--- config.mk ---
export PLATFORM = sky130hd
export DESIGN_NAME = pusel_top
export DESIGN_NICKNAME = d
export VERILOG_FILES = /design/src/rtl/pusel_top.v
export VERILOG_INCLUDE_DIRS = /design/src /design/src/rtl
export SDC_FILE = /design/constraint.sdc
export NUM_CORES = 2
export LEC_CHECK = 0
export CAP_MARGIN = 15
export CORE_ASPECT_RATIO = 0.75
export CORE_MARGIN = 1.5
export CORE_UTILIZATION = 45
export DETAILED_ROUTE_END_ITERATION = 8
export DONT_BUFFER_PORTS = 1
export REMOVE_ABC_BUFFERS = 1
export SYNTH_ARGS = -nofsm -noshare
export SYNTH_HDL_FRONTEND = slang
export SYNTH_SLANG_ARGS = --single-unit
--- constraint.sdc ---
create_clock -name i_core_clk -period 6.5 [get_ports i_core_clk]
set_input_delay 0 -clock i_core_clk [delete_from_list [all_inputs] [get_ports i_core_clk]]
set_output_delay 0 -clock i_core_clk [all_outputs]
set_load 0.01 [all_outputs]
--- src/rtl/pusel_defs.vh ---
`ifndef PUSEL_DEFS_VH
`define PUSEL_DEFS_VH

// Register byte offsets
`define PUSEL_REG_CMD 6'h00
`define PUSEL_REG_ARG 6'h04
`define PUSEL_REG_VLIM 6'h08
`define PUSEL_REG_ILIM 6'h0C
`define PUSEL_REG_STATUS 6'h10
`define PUSEL_REG_VOUT 6'h14
`define PUSEL_REG_IOUT 6'h18
`define PUSEL_REG_SETPT 6'h1C
`define PUSEL_REG_SWLIM 6'h20

// Command codes written to the command register
`define PUSEL_CMD_OUT_ON 4'h1
`define PUSEL_CMD_OUT_OFF 4'h2
`define PUSEL_CMD_OUT_CTRL 4'h3
`define PUSEL_CMD_MODE 4'h4
`define PUSEL_CMD_VPROT_SRC 4'h5
`define PUSEL_CMD_IPROT_SRC 4'h6
`define PUSEL_CMD_MAIN_SRC 4'h7
`define PUSEL_CMD_SAVE_INT 4'h8
`define PUSEL_CMD_SAVE_LIM 4'h9
`define PUSEL_CMD_SAVE_LOC 4'hA

// Arguments
`define PUSEL_ARG_VOLT 2'h0
`define PUSEL_ARG_CURR 2'h1
`define PUSEL_ARG_OUTSIDE 2'h2
`define PUSEL_PROT_FIXED 2'h0
`define PUSEL_PROT_EXT 2'h1
`define PUSEL_PROT_LESS 2'h2
`define PUSEL_OUTCTL_TRIG 1'b1

// Status fields
`define PUSEL_ST_MODE 0
`define PUSEL_ST_OUT 1
`define PUSEL_ST_TRIG 2
`define PUSEL_ST_EXTREF 3
`define PUSEL_ST_EXTOK 4

// Limit codes: full scale, 1.01 x full scale, minimum
`define PUSEL_LIM_RATED 16'h2710
`define PUSEL_LIM_MAX 16'h2774
`define PUSEL_LIM_MIN 16'h03E8

`endif

--- src/rtl/pusel_top.v ---
`timescale 1ns/1ps
`default_nettype none
`include "pusel_defs.vh"
module pusel_top #(
  parameter LIM_W = 16,
  parameter NLOC = 16
) (
  input wire i_core_clk,
  input wire i_rst_n,
  input wire i_ce,
  input wire [5:0] i_avs_address,
  input wire i_avs_read,
  input wire i_avs_write,
  input wire [31:0] i_avs_writedata,
  output reg [31:0] o_avs_readdata,
  output reg o_avs_waitrequest,
  input wire [4:0] i_power_up_switch_bank,
  input wire i_reset_power_up,
  input wire i_trigger_pin,
  input wire i_mode_pin,
  input wire [LIM_W-1:0] i_ext_vlim_pos,
  input wire [LIM_W-1:0] i_ext_vlim_neg,
  input wire [LIM_W-1:0] i_ext_ilim_pos,
  input wire [LIM_W-1:0] i_ext_ilim_neg,
  input wire signed [LIM_W-1:0] i_ext_reference,
  output reg o_output_on,
  output reg o_current_mode,
  output reg o_ext_reference_used,
  output reg signed [LIM_W-1:0] o_setpoint,
  output reg [LIM_W-1:0] o_prot_pos,
  output reg [LIM_W-1:0] o_prot_neg
);
  // Pin synchronisers: three stages, a change counts when stages 2 and 3 agree
  reg [2:0] trig_s_q;
  reg [2:0] mode_s_q;
  reg trig_q;
  reg mpin_q;
  always @(posedge i_core_clk) begin
    if (!i_rst_n) begin
      trig_s_q <= 3'h7;
      mode_s_q <= 3'h7;
      trig_q <= 1'b1;
      mpin_q <= 1'b1;
    end else if (i_ce) begin
      trig_s_q <= {trig_s_q[1:0], i_trigger_pin};
      mode_s_q <= {mode_s_q[1:0], i_mode_pin};
      if (trig_s_q[1] == trig_s_q[2])
        trig_q <= trig_s_q[2];
      if (mode_s_q[1] == mode_s_q[2])
        mpin_q <= mode_s_q[2];
    end
  end

  // Nonvolatile copies: i_rst_n leaves them alone so a power cycle can restore them;
  // they hold unknowns until the first reset power-up writes the factory defaults
  wire [NLOC-1:0] nv_mode_w;
  wire [NLOC-1:0] nv_extref_w;
  wire [2*NLOC-1:0] nv_vsrc_w;
  wire [2*NLOC-1:0] nv_isrc_w;
  wire [NLOC-1:0] nv_mfollow_w;
  wire [LIM_W*NLOC-1:0] nv_vlim_w;
  wire [LIM_W*NLOC-1:0] nv_ilim_w;
  reg nv_outctl_q;
  reg [LIM_W-1:0] nv_swlim_q;

  // Runtime state
  reg cur_mode_q;
  reg mode_follow_q;
  reg extref_q;
  reg extref_ok_q;
  reg [1:0] vsrc_q;
  reg [1:0] isrc_q;
  reg [1:0] fixed_q;
  reg fixed_en_q;
  reg outctl_q;
  reg out_cmd_q;
  reg [LIM_W-1:0] vlim_q;
  reg [LIM_W-1:0] ilim_q;
  reg [LIM_W-1:0] swlim_q;
  reg signed [LIM_W-1:0] dsetpt_q;
  reg [3:0] arg_q;
  reg cfg_done_q;

  wire [4:0] sw = i_power_up_switch_bank;
  wire [3:0] loc = sw[3:0];
  wire cmd_wr = i_avs_write && !o_avs_waitrequest && i_ce &&
    (i_avs_address == `PUSEL_REG_CMD);
  wire [3:0] cmd = i_avs_writedata[3:0];
  wire [3:0] cmd_loc = arg_q;
  // Factory defaults reach every copy at the sampling edge of a reset power-up
  wire nv_clear = i_ce && i_rst_n && !cfg_done_q && i_reset_power_up;
  // save numbered location; a save never writes location 0
  wire save_loc_we = cmd_wr && i_rst_n && cfg_done_q && (cmd == `PUSEL_CMD_SAVE_LOC) &&
    (cmd_loc != 4'h0);
  wire [NLOC-1:0] save_hot = save_loc_we ?
    ({{(NLOC-1){1'b0}}, 1'b1} << cmd_loc) : {NLOC{1'b0}};
  genvar g;
  generate
    for (g = 0; g < NLOC; g = g + 1) begin : g_loc
      reg mode_e_q;
      reg mfollow_e_q;
      reg extref_e_q;
      reg [1:0] vsrc_e_q;
      reg [1:0] isrc_e_q;
      reg [LIM_W-1:0] vlim_e_q;
      reg [LIM_W-1:0] ilim_e_q;
      always @(posedge i_core_clk) begin
        if (nv_clear) begin
          mode_e_q <= 1'b0;
          mfollow_e_q <= 1'b0;
          extref_e_q <= 1'b0;
          vsrc_e_q <= `PUSEL_PROT_FIXED;
          isrc_e_q <= `PUSEL_PROT_FIXED;
          vlim_e_q <= `PUSEL_LIM_RATED;
          ilim_e_q <= `PUSEL_LIM_RATED;
        end else if (save_hot[g]) begin
          mode_e_q <= cur_mode_q;
          mfollow_e_q <= mode_follow_q;
          extref_e_q <= extref_q;
          vsrc_e_q <= vsrc_q;
          isrc_e_q <= isrc_q;
          vlim_e_q <= vlim_q;
          ilim_e_q <= ilim_q;
        end
      end
      assign nv_mode_w[g] = mode_e_q;
      assign nv_mfollow_w[g] = mfollow_e_q;
      assign nv_extref_w[g] = extref_e_q;
      assign nv_vsrc_w[2*g +: 2] = vsrc_e_q;
      assign nv_isrc_w[2*g +: 2] = isrc_e_q;
      assign nv_vlim_w[LIM_W*g +: LIM_W] = vlim_e_q;
      assign nv_ilim_w[LIM_W*g +: LIM_W] = ilim_e_q;
    end
  endgenerate

  always @(posedge i_core_clk) begin
    if (!i_rst_n) begin
      cfg_done_q <= 1'b0;
      cur_mode_q <= 1'b0;
      mode_follow_q <= 1'b0;
      extref_q <= 1'b0;
      extref_ok_q <= 1'b0;
      vsrc_q <= `PUSEL_PROT_FIXED;
      isrc_q <= `PUSEL_PROT_FIXED;
      fixed_q <= 2'h0;
      fixed_en_q <= 1'b0;
      outctl_q <= `PUSEL_OUTCTL_TRIG;
      out_cmd_q <= 1'b0;
      vlim_q <= `PUSEL_LIM_RATED;
      ilim_q <= `PUSEL_LIM_RATED;
      swlim_q <= `PUSEL_LIM_RATED;
      dsetpt_q <= {LIM_W{1'b0}};
      arg_q <= 4'h0;
    end else if (i_ce) begin
      if (!cfg_done_q) begin
        cfg_done_q <= 1'b1;
        outctl_q <= nv_outctl_q;
        if (i_reset_power_up) begin
          swlim_q <= `PUSEL_LIM_RATED;
          nv_swlim_q <= `PUSEL_LIM_RATED;
          nv_outctl_q <= `PUSEL_OUTCTL_TRIG;
          outctl_q <= `PUSEL_OUTCTL_TRIG;
        end else
          swlim_q <= nv_swlim_q;
        extref_ok_q <= (sw == 5'h00) || (sw[1] && sw[4]);
        fixed_en_q <= 1'b0;
        if (sw == 5'h00) begin
          // mode from pin; analog limits and reference
          mode_follow_q <= 1'b1;
          extref_q <= 1'b1;
          vsrc_q <= `PUSEL_PROT_EXT;
          isrc_q <= `PUSEL_PROT_EXT;
        end else if (!sw[4]) begin
          // restore location; a reset power-up keeps the defaults instead
          if (!i_reset_power_up) begin
            cur_mode_q <= nv_mode_w[loc];
            mode_follow_q <= nv_mfollow_w[loc];
            extref_q <= nv_extref_w[loc];
            vsrc_q <= nv_vsrc_w[2*loc +: 2];
            isrc_q <= nv_isrc_w[2*loc +: 2];
            vlim_q <= nv_vlim_w[LIM_W*loc +: LIM_W];
            ilim_q <= nv_ilim_w[LIM_W*loc +: LIM_W];
          end
        end else begin
          cur_mode_q <= !sw[0];
          if (sw[3:2] == 2'b00) begin
            vsrc_q <= `PUSEL_PROT_EXT;
            isrc_q <= `PUSEL_PROT_EXT;
          end else begin
            fixed_en_q <= 1'b1;
            fixed_q <= sw[3:2];
          end
        end
      end else begin
        if (i_avs_write && !o_avs_waitrequest && i_avs_address == `PUSEL_REG_ARG)
          arg_q <= i_avs_writedata[3:0];
        if (i_avs_write && !o_avs_waitrequest && i_avs_address == `PUSEL_REG_VLIM)
          vlim_q <= i_avs_writedata[LIM_W-1:0];
        if (i_avs_write && !o_avs_waitrequest && i_avs_address == `PUSEL_REG_ILIM)
          ilim_q <= i_avs_writedata[LIM_W-1:0];
        if (i_avs_write && !o_avs_waitrequest && i_avs_address == `PUSEL_REG_SETPT)
          dsetpt_q <= i_avs_writedata[LIM_W-1:0];
        if (i_avs_write && !o_avs_waitrequest && i_avs_address == `PUSEL_REG_SWLIM)
          swlim_q <= i_avs_writedata[LIM_W-1:0];
        if (cmd_wr) begin
          case (cmd)
            `PUSEL_CMD_OUT_ON: begin
              out_cmd_q <= 1'b1;
            end
            `PUSEL_CMD_OUT_OFF: begin
              out_cmd_q <= 1'b0;
            end
            `PUSEL_CMD_OUT_CTRL: begin
              outctl_q <= arg_q[0];
            end
            `PUSEL_CMD_MODE: begin
              mode_follow_q <= (arg_q[1:0] == `PUSEL_ARG_OUTSIDE);
              if (arg_q[1:0] != `PUSEL_ARG_OUTSIDE)
                cur_mode_q <= (arg_q[1:0] == `PUSEL_ARG_CURR);
            end
            `PUSEL_CMD_VPROT_SRC: begin
              vsrc_q <= arg_q[1:0];
              fixed_en_q <= 1'b0;
            end
            `PUSEL_CMD_IPROT_SRC: begin
              isrc_q <= arg_q[1:0];
              fixed_en_q <= 1'b0;
            end
            `PUSEL_CMD_MAIN_SRC: begin
              extref_q <= (arg_q[1:0] == `PUSEL_ARG_OUTSIDE);
            end
            `PUSEL_CMD_SAVE_INT: begin
              nv_outctl_q <= outctl_q;
            end
            `PUSEL_CMD_SAVE_LIM: begin
              nv_swlim_q <= swlim_q;
            end
            // Save location is taken by the per-location copies
            default: begin
            end
          endcase
        end
      end
    end
  end

  // Effective mode: pin high or open selects voltage
  wire mode_eff = mode_follow_q ? !mpin_q : cur_mode_q;
  // trigger pin high or open turns output off; commands only otherwise
  wire out_eff = outctl_q ? !trig_q : out_cmd_q;
  wire use_ext = extref_q && extref_ok_q;

  // digital limit, analog limit, or lesser of the two, by protect source
  function [LIM_W-1:0] pick;
    input [1:0] src;
    input [LIM_W-1:0] dig;
    input [LIM_W-1:0] ana;
    begin
      case (src)
        `PUSEL_PROT_EXT: pick = ana;
        `PUSEL_PROT_LESS: pick = (ana < dig) ? ana : dig;
        default: pick = dig;
      endcase
    end
  endfunction

  // only the limit pair of the active protect channel is used
  wire [1:0] psrc = mode_eff ? vsrc_q : isrc_q;
  wire [LIM_W-1:0] pdig = mode_eff ? vlim_q : ilim_q;
  wire [LIM_W-1:0] apos = mode_eff ? i_ext_vlim_pos : i_ext_ilim_pos;
  wire [LIM_W-1:0] aneg = mode_eff ? i_ext_vlim_neg : i_ext_ilim_neg;
  reg [LIM_W-1:0] ppos_d;
  reg [LIM_W-1:0] pneg_d;
  always @* begin
    ppos_d = pick(psrc, pdig, apos);
    pneg_d = pick(psrc, pdig, aneg);
    if (fixed_en_q) begin
      ppos_d = fixed_q[1] ? `PUSEL_LIM_MAX : `PUSEL_LIM_MIN;
      pneg_d = fixed_q[0] ? `PUSEL_LIM_MAX : `PUSEL_LIM_MIN;
    end
  end

  // clamp main channel to software limit
  wire signed [LIM_W-1:0] ref_raw = use_ext ? i_ext_reference : dsetpt_q;
  wire signed [LIM_W:0] ref_w = {ref_raw[LIM_W-1], ref_raw};
  wire signed [LIM_W:0] lim_w = {1'b0, swlim_q};
  reg signed [LIM_W-1:0] setpt_d;
  always @* begin
    if (ref_w > lim_w)
      setpt_d = swlim_q;
    else if (ref_w < -lim_w)
      setpt_d = -swlim_q;
    else
      setpt_d = ref_raw;
  end

  always @(posedge i_core_clk) begin
    if (!i_rst_n) begin
      o_output_on <= 1'b0;
      o_current_mode <= 1'b0;
      o_ext_reference_used <= 1'b0;
      o_setpoint <= {LIM_W{1'b0}};
      o_prot_pos <= `PUSEL_LIM_MIN;
      o_prot_neg <= `PUSEL_LIM_MIN;
    end else if (i_ce && cfg_done_q) begin
      o_output_on <= out_eff;
      o_current_mode <= mode_eff;
      o_ext_reference_used <= use_ext;
      o_setpoint <= setpt_d;
      o_prot_pos <= ppos_d;
      o_prot_neg <= pneg_d;
    end
  end

  // Avalon slave: one wait cycle per access, then the answer
  reg [31:0] rd_d;
  always @* begin
    rd_d = 32'h0000_0000;
    case (i_avs_address)
      `PUSEL_REG_ARG: rd_d = {28'h0, arg_q};
      `PUSEL_REG_VLIM: rd_d = {{(32-LIM_W){1'b0}}, vlim_q};
      `PUSEL_REG_ILIM: rd_d = {{(32-LIM_W){1'b0}}, ilim_q};
      `PUSEL_REG_STATUS: begin
        rd_d[`PUSEL_ST_MODE] = mode_eff;
        rd_d[`PUSEL_ST_OUT] = out_eff;
        rd_d[`PUSEL_ST_TRIG] = outctl_q;
        rd_d[`PUSEL_ST_EXTREF] = use_ext;
        rd_d[`PUSEL_ST_EXTOK] = extref_ok_q;
      end
      `PUSEL_REG_VOUT: rd_d = {{(32-LIM_W){1'b0}}, ppos_d};
      `PUSEL_REG_IOUT: rd_d = {{(32-LIM_W){1'b0}}, pneg_d};
      `PUSEL_REG_SETPT: rd_d = {{(32-LIM_W){1'b0}}, dsetpt_q};
      `PUSEL_REG_SWLIM: rd_d = {{(32-LIM_W){1'b0}}, swlim_q};
      default: rd_d = 32'h0000_0000;
    endcase
  end

  always @(posedge i_core_clk) begin
    if (!i_rst_n) begin
      o_avs_waitrequest <= 1'b1;
      o_avs_readdata <= 32'h0000_0000;
    end else if (i_ce) begin
      // Wait stays high until configuration is taken, so no command races it
      o_avs_waitrequest <= !(cfg_done_q && (i_avs_read || i_avs_write) && o_avs_waitrequest);
      if (cfg_done_q && i_avs_read && o_avs_waitrequest)
        o_avs_readdata <= rd_d;
    end
  end
endmodule
`default_nettype wire

# Word-level counts from Yosys, hierarchy flattened
# Cells that the tools add are included.
word_totals:
  ff_bits: 815
  elab_cells: 347
op_classes:
  n_addsub: 2
  n_lt_le_gt_ge: 5
  n_eq_ne: 46
  shifts: 5
  n_mux: 88
  bitwise: 3
  reduce_logical: 56
op_table:
  columns: ["op", "n"]
  rows:
  - ["$shiftx A256 B9 Y16", 2]
  - ["$mux W16", 27]
  - ["$pmux W11 S6", 1]
  - ["$pmux W16 S2", 2]
  - ["$shiftx A32 B6 Y2", 2]
  - ["$pmux W5 S8", 1]
  - ["$mux W1", 37]
  - ["$reduce_and A5 Y1", 7]
  - ["$lt A16 B16 Y1", 2]
  - ["$mux W14", 2]
  - ["$mux W2", 14]
  - ["$ne A2 B1 Y1 const B", 14]
  - ["$eq A6 B5 Y1 const B", 4]
  - ["$logic_and A1 B1 Y1", 22]
  - ["$gt A16 B17 Y1", 1]
  - ["$lt A16 B17 Y1", 1]
  - ["$neg A16 Y17", 1]
  - ["$eq A4 B3 Y1 const B", 4]
  - ["$neg A16 Y16", 1]
  - ["$shl A1 B4 Y16 const A", 1]
  - ["$bmux W1 S4", 3]
  - ["$eq A4 B4 Y1 const B", 3]
  - ["$eq A6 B4 Y1 const B", 2]
  - ["$reduce_and A3 Y1", 4]
  - ["26 further kinds", 47]

# Logic depth before layout (Yosys ltp)
depth:
  depth_word: 9
  depth_mapped: 19
  ltp_nobuf: 15

# Least setup slack after synthesis
# OpenSTA, ideal clock, no wires.
synth_path:
  path_kind: "flip-flop to flip-flop"
  startpoint: "reg mpin_q"
  endpoint: "reg o_avs_readdata[1]"
  arrival_time_ns: 3.893
  path_slack_ns: 2.476
  stages_incl_launch_ff: 18
  n_path_buf: 5
  period_less_slack_ns: 4.024
  cell_sequence: "dfxtp_1 > and2_1 > clkbuf_1 > nor2_4 > buf_2 > buf_1 > mux2i_1 > inv_1 > ha_1 > nand4_1 > or2_2 > or4_4 > and3_1 > buf_6 > buf_6 > mux2i_1 > a221oi_1 > a211oi_2"
synth_between:
  elab_chain_len: 8
  elab_cells_between_ends: 17
  cone_classes: "2 x order compare; 2 x eq/ne; 12 x mux; 1 x reduce/logical"
synth_lines:
  columns: ["element", "line", "rtl"]
  rows:
  - ["from (decl)", "pusel_top.v:37", "reg mpin_q;"]
  - ["from (signal assigned)", "pusel_top.v:50", "mpin_q <= mode_s_q[2];"]
  - ["$logic_not A1 Y1 *", "pusel_top.v:248", "wire mode_eff = mode_follow_q ? !mpin_q : cur_mode_q;"]
  - ["$mux W1 *", "pusel_top.v:248", null]
  - ["$mux W16, on equally long branches", "pusel_top.v:271, pusel_top.v:269, pusel_top.v:270", null]
  - ["$lt A16 B16 Y1", "pusel_top.v:261", "`PUSEL_PROT_LESS: pick = (ana < dig) ? ana : dig;"]
  - ["$mux W16", "pusel_top.v:261", null]
  - ["$pmux W16 S2", "pusel_top.v:259", "case (src)"]
  - ["$mux W16", "pusel_top.v:277", "if (fixed_en_q) begin"]
  - ["$pmux W5 S8 *", "pusel_top.v:319", "case (i_avs_address)"]
  - ["to (signal assigned)", "pusel_top.v:346", "o_avs_readdata <= rd_d;"]
  - ["to (decl)", "pusel_top.v:15", "output reg [31:0] o_avs_readdata,"]
# Every way passes the cells marked *; elsewhere a longest branch is shown, timed or not.
# A chain may end at the register's enable or synchronous reset.

# Worst setup path in the final report
layout_path:
  startpoint: "reg mode_follow_q"
  endpoint: "reg o_prot_pos[0]"
layout_between:
  elab_chain_len: 6
  elab_cells_between_ends: 10
  cone_classes: "1 x order compare; 2 x eq/ne; 7 x mux"
layout_lines:
  columns: ["element", "line", "rtl"]
  rows:
  - ["from (decl)", "pusel_top.v:68", "reg mode_follow_q;"]
  - ["from (signal assigned)", "pusel_top.v:177", "mode_follow_q <= nv_mfollow_w[loc];"]
  - ["from (signal assigned)", "pusel_top.v:217", "mode_follow_q <= (arg_q[1:0] == `PUSEL_ARG_OUTSIDE);"]
  - ["$mux W1 *", "pusel_top.v:248", null]
  - ["$mux W16, on equally long branches", "pusel_top.v:270, pusel_top.v:269", null]
  - ["$lt A16 B16 Y1", "pusel_top.v:261", null]
  - ["$mux W16", "pusel_top.v:261", null]
  - ["$pmux W16 S2 *", "pusel_top.v:259", null]
  - ["$mux W16 *", "pusel_top.v:277", null]
  - ["to (signal assigned)", "pusel_top.v:303", "o_prot_pos <= `PUSEL_LIM_MIN;"]
  - ["to (signal assigned)", "pusel_top.v:310", "o_prot_pos <= ppos_d;"]
  - ["to (decl)", "pusel_top.v:30", "output reg [LIM_W-1:0] o_prot_pos,"]
# Marked as above.

==> metrics <==
ys flop type=dfxtp_1; IO Pins=215; PwrDens=253 nW/µm²; CP dominant cell by count=dlygate4sd3_1; CP Launch Type=flip-flop; critical-path cell list=nor2_1 > nor2_4 > buf_4 > mux2i_1 > dlygate4sd3_1 > inv_1 > ha_1 > nand4_1 > or2_2 > or4_4 > and3_1 > nand2b_1 > a22o_1 > dlygate4sd3_1 > o41ai_2; Largest delay share family, worst path=simple AND/OR/NAND/NOR gates; final worst path period share=93.6%; total of max-cap violations=0; final hold violations=0; peak supply drop=242 µV; Post-synth EDFFs=17; Leak=15.6 nW; Synth area leader=dfxtp_1; Worst setup EP type=flip-flop; largest net degree at the start of global routing=189; most common cell in the netlist=nand2_1; DRT antenna net count=0; setup slack at placement=1110 ps; Final HPWL DP=85,700 µm; final WL=147,000 µm; setup_tns=0 ps; Clock Path Buffers=3; CTS buffer count=79; Data arrival, critical path=6630 ps; num rows=91; worst path bufs/invs=4; cell with the largest stage delay on the worst path=dfxtp_2; syn_area_per_cell=8.34 µm²; Mapped Cells=4,548; Worst-Margin Slew=1260 ps; asr flop ratio synth=0%; grt ovf=0; DR vias=34,600; Initial Utilization=45.8%; htree depth=3; worst setup path class=reg -> reg; postcts setup bufs=0; full die area=86,000 µm²; CP Max Fanout=20; Detailed Route Iter0 Violations=4,861; Clock Latency Late Sink=650 ps; number of global-route vias before repair=31,400; drc violations=2; unrepaired setup endpoints after global routing=false; clock skew=15.5 ps; CP required=7050 ps; failing checks=DRC; Slew HR=16.3%; via/cell ratio=6.20; share of layout cells above drive strength 1=11.0%; PortBufs=0; CTS tree=done; initial antenna violation count=7; area fraction of the dominant cell type after synthesis=41.2%; top cells by area, synth=dfxtp_1 (41%), nand2_1 (14%), mux4_2 (11%); cell area after synthesis=37,900 µm²; routability cong.=0.982; Worst-path clk slew=60 ps; most frequent cells after synthesis=nand2_1 (1,430), dfxtp_1 (781), a21oi_1 (548); status=finished, violations left; average wire per standard cell=26.3 µm; die extent in y=254 µm; crit path time final=6080 ps; gr usage total=33.0%; synth warn=0; hold_ws=28.0 ps; CTS sink cnt=798; slowest stage delay, CP=610 ps; fin nets=4,599; Area Overhead vs Synth=11.6%; Die W=338 µm; Max Slew Vio Count=0; # setup viols final=0; HP Class=in -> reg; CTS Root Cell=clkbuf_16; maximum clock frequency=164 MHz; #FFs+latches synth=798; Core Area=82,800 µm²; Pwr Total=10.7 mW; distinct cell type count after synthesis=82; slack of the critical path=418 ps; sequential element share of the synthesized area=42.6%; TritonRoute pass-1 iters=9; first-pass GRT wire length=212,000 µm
[worst min-delay path: stages]
cell and delay [ps]:
mux2i_1 110, o22ai_1 130, nand2_1 70, nand3b_1 80, a221oi_1 60, a211oi_2 180
[stage by stage]
stage / utilization (%) / instances / area [µm²]
after floorplan: - / 4130 / 36200
after global placement: 46.4 / 5324 / 38400
after detailed placement: 46.4 / 5325 / 38400
after CTS: 51.0 / 5576 / 42200
after global routing: 51.1 / 5580 / 42300
final: 51.1 / 5584 / 42300
[layer usage]
metal / global-route usage (%) / vias up / wire length [µm]
met3: 11.3 / 358 / 20000
met2: 45.9 / 2035 / 60100
met1: 46.8 / 16800 / 61200
li1: - / 15400 / -
met5: 0 / - / 58
met4: 12.2 / 8 / 5450
[kinds of logic after synthesis]
family / Yosys count / share of synthesized area (%)
muxes: 285 / 13.9
adders and majority gates: 64 / 2.11
DFF: 798 / 42.6
and+or+nand+nor: 1955 / 21.3
xor gates and xnor gates: 19 / 0.439
AOI/OAI and AO/OA: 929 / 14.3
other: 1 / 0.00989
buffers and inverters: 497 / 5.30
[final timing paths]
kind | start | endpoint | slack (ps) | depth (start not counted)
max | mode_follow_q | o_prot_pos[0] | 420 | 15
min | i_ext_vlim_neg[1] | o_avs_readdata[1] | 30 | 6
max reg2reg | mode_follow_q | o_prot_pos[0] | 420 | 15
min reg2reg | g_loc[0].vlim_e_q[4] | g_loc[0].vlim_e_q[4] | 430 | 1
[where the power goes]
part           switching, mW  internal (mW)  leakage [nW]
clock                   2.06           2.74          1.33
combinational          0.540          0.297          7.81
sequential             0.119           4.97          6.47
[area by class of cell]
cell class | count | area [µm²]
Antenna cell | 5 | 12.5
Clock buffer | 112 | 2370
Clock inverter | 28 | 295
Fill cell | 7784 | 40500
Inverter | 64 | 240
Multi-Input combinational cell | 3269 | 20000
Sequential cell | 798 | 16100
Tap cell | 1116 | 1400
Timing Repair Buffer | 192 | 1840
[state kept, by name, indices dropped and copies added, names as in the netlist, 31 cells and up]
name,cells
g_loc.ilim_e_q,256
g_loc.isrc_e_q,32
g_loc.vlim_e_q,256
g_loc.vsrc_e_q,31
[cells in the final DEF, fill, tap and decap left out, drive strengths merged, types with 8 or more instances in the layout]
cell	Yosys	final
clkbuf	349	112
clkinv	3	21
edfxtp	17	17
nand3	195	195
dfxtp	781	781
nor2	133	134
nand3b	9	9
ha	64	64
dlygate4sd3	0	108
a222oi	14	14
a32oi	8	8
mux2i	69	69
a221oi	15	15
or3	10	10
o221ai	9	9
and2	42	42
nor4	8	8
a211oi	28	28
a311oi	13	13
nand2b	23	23
conb	1	16
mux4	190	190
o31ai	16	16
nor3	41	41
nor2b	16	16
o21ai	119	119
inv	61	65
a31oi	45	45
mux2	26	26
nand4	15	15
a22oi	13	13
nand2	1431	1431
o211ai	26	26
o22ai	9	9
xnor2	16	16
and3	11	11
a21oi	549	549
buf	84	84
[repair_timing]
item,CTS,global route
hold buffers,111,0
setup endpoints to repair,0,2
hold endpoints to repair,297,0
resized for setup,0,1
Note: power is estimated with default switching activity, not from simulation.
